[src/hw/pad_test_map.vh]
// Purpose: Offsets, field positions, masks and reset values of the pad
//          drive and peripheral test mode register bank.
// Assumes: APB with 32-bit data, one register per aligned word.
// Notes:   Definitions only.
`ifndef PAD_TEST_MAP_VH
`define PAD_TEST_MAP_VH

`define ADDR_W 8

// Byte offsets
`define OFS_PAD_DRIVE 8'h68
`define OFS_TEST_MODE 8'h80
`define OFS_CFG_UNLOCK 8'h90
`define OFS_LOCK_STATUS 8'h94

// Pad drive register fields
`define CLKWR_DRV_HI 31
`define CLKWR_DRV_LO 30
`define CLKWR_EDGE 28
`define IRQ_DRV_HI 27
`define IRQ_DRV_LO 26
`define IRQ_EDGE 24
`define SPK_DRV_HI 23
`define SPK_DRV_LO 22
`define SPK_EDGE 20
`define PAD_DRIVE_RST 32'h33333323
`define PAD_DRIVE_WMASK 32'hDDD00000

// Test mode register fields
`define SERIAL_TEST_BIT 2
`define DMA_TEST_BIT 1
`define TIMER_TEST_BIT 0
`define TEST_MODE_RST 8'h00
`define TEST_MODE_WMASK 8'h07

// Configuration unlock register
`define UNLOCK_BIT 0
`define CFG_UNLOCK_RST 8'h01
`define CFG_UNLOCK_WMASK 8'h01

// Lock status register
`define LOCKED_WR_BIT 0

`endif

[src/hw/masked_reg_cell.v]
// Purpose: Register whose writable bits are set by a mask; other bits
//          hold their reset value forever.
// Assumes: Caller supplies per-bit write enables already gated by lane.
// Notes:   Reset value and mask are parameters so reserved bits read as
//          constants, though store keeps a flip-flop for every bit.
`timescale 1ns/10ps
module masked_reg_cell #(
    parameter W = 32,
    parameter [W-1:0] RST = {W{1'b0}},
    parameter [W-1:0] WMASK = {W{1'b1}}
) (
    input wire pclk,
    input wire presetn,
    input wire [W-1:0] bit_we,
    input wire [W-1:0] wdata,
    output wire [W-1:0] q
);
    reg [W-1:0] store;
    wire [W-1:0] next_store;

    assign next_store = (store & ~bit_we) | (wdata & bit_we);

    always @(posedge pclk or negedge presetn) begin
        if (!presetn) begin
            store <= RST;
        end else begin
            store <= next_store;
        end
    end

    // Reserved positions read their fixed value
    assign q = (store & WMASK) | (RST & ~WMASK);
endmodule // masked_reg_cell

[src/hw/pad_drive_and_test_mode_regs.v]
// Purpose: APB register bank for pad drive strength / edge rate of three
//          multiplexed pins and for peripheral test mode enables.
// Assumes: Single clock pclk at 50 MHz, presetn asynchronous active low.
// Notes:   Zero wait state; read data is captured in the setup cycle.
//
// Chosen here: the APB register port.
`timescale 1ns/10ps
`include "pad_test_map.vh"

// Contract
// - Bits 31-30 select clock-write pin drive
// - Bit 28 clock-write pin edge, 1 slow
// - Bits 27-26 irq pin drive 4/8/12/16 mA
// - Bit 24 irq pin edge, 1 slow
// - Bits 23-22 select speaker pin drive
// - Bit 20 speaker pin edge, 1 slow
// - Pad drive register resets to 33333323h
// - Test mode register at 80h resets 00h
// - Bit 2 enables serial port test mode
// - Bit 1 enables DMA controllers test mode
// - Bit 0 enables timer/counter test mode
// - Test bits writable only while unlocked
module pad_drive_and_test_mode_regs (
    input wire pclk,
    input wire presetn,
    input wire psel,
    input wire penable,
    input wire pwrite,
    input wire [`ADDR_W-1:0] paddr,
    input wire [31:0] pwdata,
    input wire [3:0] pstrb,
    output wire pready,
    output wire pslverr,
    output reg [31:0] prdata,
    output wire [1:0] clkwr_pin_drive_sel,
    output wire clkwr_pin_edge_sel,
    output wire [1:0] irq_pin_drive_sel,
    output wire irq_pin_edge_sel,
    output wire [1:0] speaker_pin_drive_sel,
    output wire speaker_pin_edge_sel,
    output reg [3:0] clkwr_mux_pin_ma,
    output reg [3:0] irq_mux_pin_ma,
    output reg [3:0] speaker_mux_pin_ma,
    output wire serial_port_test_en,
    output wire dma_test_en,
    output wire timer_test_en,
    output wire cfg_unlocked
);
    // Offsets held as sized constants so their word index can be sliced
    localparam [7:0] PAD_OFS = `OFS_PAD_DRIVE;
    localparam [7:0] TEST_OFS = `OFS_TEST_MODE;
    localparam [7:0] UNLOCK_OFS = `OFS_CFG_UNLOCK;
    localparam [7:0] STATUS_OFS = `OFS_LOCK_STATUS;

    // Bus phase decode
    wire setup_phase;
    wire access_phase;
    wire wr_access;
    reg hit;
    wire sel_pad;
    wire sel_test;
    wire sel_unlock;
    wire sel_status;
    wire addr_hit;

    // Register contents
    wire [31:0] pad_q;
    wire [7:0] test_q;
    wire [7:0] unlock_q;
    reg locked_wr_seen;
    reg next_locked_wr_seen;

    // Write enables
    wire [31:0] lane_mask;
    wire [31:0] pad_we;
    wire [7:0] test_we;
    wire [7:0] unlock_we;
    wire test_wr_try;
    wire test_wr_blocked;

    // Read path
    reg [31:0] next_prdata;

    // Current decode, one per pin
    wire [5:0] drive_codes;
    wire [11:0] ma_flat;

    assign setup_phase = psel & ~penable;
    assign access_phase = psel & penable;
    assign wr_access = access_phase & pwrite & hit;

    assign sel_pad = (paddr[`ADDR_W-1:2] == PAD_OFS[`ADDR_W-1:2]);
    assign sel_test = (paddr[`ADDR_W-1:2] == TEST_OFS[`ADDR_W-1:2]);
    assign sel_unlock = (paddr[`ADDR_W-1:2] == UNLOCK_OFS[`ADDR_W-1:2]);
    assign sel_status = (paddr[`ADDR_W-1:2] == STATUS_OFS[`ADDR_W-1:2]);
    assign addr_hit = sel_pad | sel_test | sel_unlock | sel_status;

    // Hit is taken in setup so the access cycle sees a settled flag
    always @(posedge pclk or negedge presetn) begin
        if (!presetn) begin
            hit <= 1'b0;
        end else if (setup_phase) begin
            hit <= addr_hit;
        end
    end

    // Every transfer completes in its first access cycle
    assign pready = 1'b1;
    assign pslverr = access_phase & ~hit;

    // Byte strobes widened to a bit mask
    genvar lane;
    generate
        for (lane = 0; lane < 4; lane = lane + 1) begin : g_lane
            assign lane_mask[lane*8 +: 8] = {8{pstrb[lane]}};
        end
    endgenerate

    // Only documented fields may be written
    assign pad_we = (wr_access & sel_pad) ?
        (lane_mask & `PAD_DRIVE_WMASK) : 32'h00000000;

    // Writes land only while the unlock bit is already set
    assign test_wr_try = wr_access & sel_test & pstrb[0];
    assign test_we = (test_wr_try & unlock_q[`UNLOCK_BIT]) ?
        `TEST_MODE_WMASK : 8'h00;
    assign test_wr_blocked = test_wr_try & ~unlock_q[`UNLOCK_BIT];

    assign unlock_we = (wr_access & sel_unlock & pstrb[0]) ?
        `CFG_UNLOCK_WMASK : 8'h00;

    masked_reg_cell #(
        .W(32),
        .RST(`PAD_DRIVE_RST),
        .WMASK(`PAD_DRIVE_WMASK)
    ) u_pad_drive (
        .pclk(pclk),
        .presetn(presetn),
        .bit_we(pad_we),
        .wdata(pwdata),
        .q(pad_q)
    );

    masked_reg_cell #(
        .W(8),
        .RST(`TEST_MODE_RST),
        .WMASK(`TEST_MODE_WMASK)
    ) u_test_mode (
        .pclk(pclk),
        .presetn(presetn),
        .bit_we(test_we),
        .wdata(pwdata[7:0]),
        .q(test_q)
    );

    masked_reg_cell #(
        .W(8),
        .RST(`CFG_UNLOCK_RST),
        .WMASK(`CFG_UNLOCK_WMASK)
    ) u_cfg_unlock (
        .pclk(pclk),
        .presetn(presetn),
        .bit_we(unlock_we),
        .wdata(pwdata[7:0]),
        .q(unlock_q)
    );

    // Sticky record of a refused test write; set wins over clear
    always @* begin
        next_locked_wr_seen = locked_wr_seen;
        if (wr_access & sel_status & pstrb[0] & pwdata[`LOCKED_WR_BIT]) begin
            next_locked_wr_seen = 1'b0;
        end
        if (test_wr_blocked) begin
            next_locked_wr_seen = 1'b1;
        end
    end

    always @(posedge pclk or negedge presetn) begin
        if (!presetn) begin
            locked_wr_seen <= 1'b0;
        end else begin
            locked_wr_seen <= next_locked_wr_seen;
        end
    end

    // Field outputs straight from the register flops
    assign clkwr_pin_drive_sel = pad_q[`CLKWR_DRV_HI:`CLKWR_DRV_LO];
    assign clkwr_pin_edge_sel = pad_q[`CLKWR_EDGE];
    assign irq_pin_drive_sel = pad_q[`IRQ_DRV_HI:`IRQ_DRV_LO];
    assign irq_pin_edge_sel = pad_q[`IRQ_EDGE];
    assign speaker_pin_drive_sel = pad_q[`SPK_DRV_HI:`SPK_DRV_LO];
    assign speaker_pin_edge_sel = pad_q[`SPK_EDGE];

    assign serial_port_test_en = test_q[`SERIAL_TEST_BIT];
    assign dma_test_en = test_q[`DMA_TEST_BIT];
    assign timer_test_en = test_q[`TIMER_TEST_BIT];
    assign cfg_unlocked = unlock_q[`UNLOCK_BIT];

    // One-hot current strobe per pin: bit0 4 mA .. bit3 16 mA
    assign drive_codes = {speaker_pin_drive_sel, irq_pin_drive_sel,
        clkwr_pin_drive_sel};

    genvar pin;
    generate
        for (pin = 0; pin < 3; pin = pin + 1) begin : g_pin_ma
            reg [3:0] ma;
            always @(posedge pclk or negedge presetn) begin
                if (!presetn) begin
                    ma <= 4'h0;
                end else begin
                    case (drive_codes[pin*2 +: 2])
                        2'h0: ma <= 4'h1;
                        2'h1: ma <= 4'h2;
                        2'h2: ma <= 4'h4;
                        default: ma <= 4'h8;
                    endcase
                end
            end
            assign ma_flat[pin*4 +: 4] = ma;
        end
    endgenerate

    // Strobes lag the field by one clock; reset shows none selected
    always @* begin
        clkwr_mux_pin_ma = ma_flat[3:0];
        irq_mux_pin_ma = ma_flat[7:4];
        speaker_mux_pin_ma = ma_flat[11:8];
    end

    // Read mux; unmapped reads return zero
    always @* begin
        next_prdata = 32'h00000000;
        if (sel_pad) begin
            next_prdata = pad_q;
        end else if (sel_test) begin
            next_prdata = {24'h000000, test_q};
        end else if (sel_unlock) begin
            next_prdata = {24'h000000, unlock_q};
        end else if (sel_status) begin
            next_prdata = {31'h00000000, locked_wr_seen};
        end
    end

    // Captured in a read setup, held through access and until the next read setup
    always @(posedge pclk or negedge presetn) begin
        if (!presetn) begin
            prdata <= 32'h00000000;
        end else if (setup_phase & ~pwrite) begin
            prdata <= next_prdata;
        end
    end
endmodule // pad_drive_and_test_mode_regs

[config.mk]
export PLATFORM = sky130hd
export DESIGN_NAME = pad_drive_and_test_mode_regs
export DESIGN_NICKNAME = d
export VERILOG_FILES = /design/src/hw/masked_reg_cell.v /design/src/hw/pad_drive_and_test_mode_regs.v
export VERILOG_INCLUDE_DIRS = /design/src /design/src/hw
export SDC_FILE = /design/constraint.sdc
export NUM_CORES = 1
export LEC_CHECK = 0
export ABC_AREA = 0
export BUFFER_PORTS_ARGS = -buffer_cell sky130_fd_sc_hd__buf_2
export CAP_MARGIN = 40
export CORE_ASPECT_RATIO = 0.75
export CORE_MARGIN = 3
export CORE_UTILIZATION = 34
export CTS_CLUSTER_SIZE = 40
export DETAILED_ROUTE_END_ITERATION = 10
export MAX_ROUTING_LAYER = met4
export PLACE_DENSITY_LB_ADDON = 0.1
export SYNTH_ARGS = -nofsm -noshare
export SYNTH_HDL_FRONTEND = slang
export SYNTH_SLANG_ARGS = --single-unit
[constraint.sdc]
create_clock -name pclk -period 1.8 [get_ports pclk]
set_clock_uncertainty 0.15 [all_clocks]
set_input_delay 0.27 -clock pclk [delete_from_list [all_inputs] [get_ports pclk]]
set_output_delay 0.27 -clock pclk [all_outputs]
set_load 0.01 [all_outputs]
==> reports/metrics.csv <==
stage,metric,value,unit
global_route,grt ovf,0,
clocking,clk_lat worst skew,0.28,ns
worst_setup_path,cells along the critical path,and4_1 > nand3_1 > buf_4 > mux2_2,
worst_setup_path,CP startpoint kind,flop,
clocking,TritonCTS Sinks,40,
clocking,CTS tree,built,
sta,Setup TNS,0,ns
sta,"Hold Vio Cnt, Final",0,
cells_and_area,area delta synth->final,26.17,%
floorplan,Std-Cell Rows,22,
synth,Mapped Avg Cell Area,11.38,µm²
worst_hold_path,Hold Path Class,primary input to flop,
worst_setup_path,RR Startpoint,hit$_DFFE_PN0P_,
floorplan,starting density of the core,0.3561,
sta,Final setup viols,0,
worst_setup_path,crit path DAT,1.62,ns
run,MaxCap Viol Count,0,
sta,Max Slew Vio Count,0,
worst_setup_path,"Req. time, crit path",1.82,ns
status,status,"complete, no violations",
pwr,PD cells,740.8,mW/mm²
clocking,post-CTS setup buffers,0,
route,antenna-violating nets left,0,
synth,"count leader, synth",dfrtp_1,
global_route,largest net degree at the start of global routing,26,
route,vias post-DR,1289,
cells_and_area,share of cells above drive strength 1,0.4716,
cells_and_area,diodes inserted,0,
worst_setup_path,CP max FO,6,
worst_setup_path,CP Buf/Inv Count,1,
global_route,number of global-route vias before repair,1222,
worst_setup_path,largest stage delay on the critical path,0.37,ns
global_route,initial antenna violation count,0,
clocking,CTS Buffer Depth,2,
route,number of DRC markers in iteration 0,26,
worst_setup_path,Worst path depth,4,
floorplan,die span in y,68.38,µm
worst_setup_path,Crit Path Class,flop to flop,
worst_setup_path,CP Capture Type,flop,
synth,number of synthesized flops with an enable pin,0,
sta,highest clock rate,624.3,MHz
worst_setup_path,Worst R2R Path Depth,4,
place,Area after DPL,0.002126,mm²
worst_setup_path,Crit path max-delay family,simple AND/OR/NAND/NOR gates,
global_route,first-pass GRT wire length,5878,µm
synth,ys flop type,dfrtp_1,
clocking,Inserted Clock Buffers,5,
route,WL per Instance,12.74,µm
clocking,clock slew seen by the registers of the worst setup and hold paths,0.07,ns
synth,Yosys reg bits,40,
cells_and_area,Final #Nets,277,
route,drt drc,0,
route,router iterations before antenna repair,4,
clocking,CTS resizes,0,
synth,leading area contributor after synthesis,dfrtp_1,
sta,Final period util,0.8899,
synth,post-synthesis cell area,0.001764,mm²
global_route,gr usage total,0.1306,
clocking,root cell of the clock tree,clkbuf_8,
clocking,CTS H-tree depth,2,
worst_setup_path,critical path's slowest cell,dfrtp_1,
sta,fin crit period,1.602,ns
synth,"Distinct cells, synth",25,
place,hpwl dp,2943,µm
pwr,leakage power,1.274,nW
floorplan,Die ar.,0.006098,mm²
cells_and_area,Post-Layout Inst Area,0.002226,mm²
synth,Syn Inst Count,155,
route,Post-Route WL,3683,µm
floorplan,Core ar.,0.004955,mm²
synth,Synth top cells by count,"dfrtp_1, nand2_1, buf_4",
sta,unrepaired setup endpoints after global routing,no,
route,vias per cell,4.460,
synth,post-synthesis sequential area ratio,0.5702,
pwr,maximum VDD drop,0.3550,mV
floorplan,Die X,89.18,µm
floorplan,IO Count,108,
synth,Synth area leaders,"dfrtp_1, buf_4, mux2_2",
place,PortBufs,73,
worst_setup_path,worst reg2reg setup slack,0.20,ns
place,gp weighted congestion,0.7237,
synth,Async SR Flop Fraction,1.000,
worst_setup_path,Worst setup startpoint,hit$_DFFE_PN0P_,
synth,Yosys top cell area share,0.5106,
synth,synthesis warning total,0,
-- worst min-delay path by stage --
stage | startpoint | end | slack [ns] | cells past startpoint
after global placement | presetn | async pin | 0.05 | 1
final | pwdata[28] | flop | 0.06 | 2
after floorplan | presetn | async pin | -0.18 | 0
after detailed placement | presetn | async pin | 0.06 | 1
after global routing | pwdata[28] | flop | 0.05 | 2
after CTS | pwdata[28] | flop | 0.05 | 2
-- kinds of logic (layout without fill, tap and decap cells) --
family	count (synthesis)	count (layout)	synth area share
simple gates	67	67	0.2099
compound gates	8	8	0.02624
other cells	2	11	0.004257
buf+inv	24	89	0.09361
flops	40	40	0.5702
mux	14	14	0.09574
-- timing repair --
item / in CTS / in global routing
endpoints found under the setup margin: 0 / 0
hold endpoints to repair: 11 / 0
hold buffers: 1 / 0
-- layout make-up --
type	instances	area, µm²
flip-flops and latches	40	1006
multi-input cells	100	626.9
fillers	482	2729
well taps	60	75.07
clock buffers	8	90.09
repair buffers	81	427.9
-- power breakdown --
part	total, mW	internal [mW]	switching [mW]
combinational	0.129	0.0503	0.0789
clock	0.594	0.312	0.282
sequential	0.925	0.915	0.0107
total	1.65	1.28	0.372
-- per-layer routing --
layer / share of wire / track usage / up-vias
met5: 0 / - / -
met4: 0.0090 / 0.05019 / 0
met3: 0.061 / 0.03490 / 5
met2: 0.51 / 0.2105 / 50
met1: 0.42 / 0.1573 / 605
li1: - / - / 629
-- placed cells by master, fill, tap and decap left out --
master / instances
buf_2: 73
conb_1: 11
mux2_4: 3
nand4_1: 1
buf_4: 7
nor3_1: 1
a21oi_1: 4
nand2_1: 28
mux2_2: 11
nand4b_1: 1
nor2_1: 6
dfrtp_1: 36
and2_1: 3
nor4b_4: 1
nor3_2: 1
clkbuf_1: 2
nand3_1: 13
nand2b_1: 1
nand4_4: 1
nor2b_1: 8
a211oi_1: 1
dfstp_2: 4
clkbuf_8: 6
o221ai_1: 1
and4_1: 1
nor3b_4: 1
dlygate4sd3_1: 1
o21ai_0: 2
-- metrics by stage --
step                        util  hold slack [ns]  setup slack (ns)  std cells  total power [mW]
final                     0.4492          0.06462            0.1981        289             1.649
after global routing      0.4492          0.05301           0.07609        289             1.725
after CTS                 0.4492          0.05482            0.1593        289             1.681
after detailed placement  0.4290          0.06017           0.07345        280             1.073
after global placement    0.4290          0.04696           0.08624        280             1.067
after floorplan                -          -0.1756            0.1635        164             1.012
No activity file was read; power rests on OpenSTA's default activity.
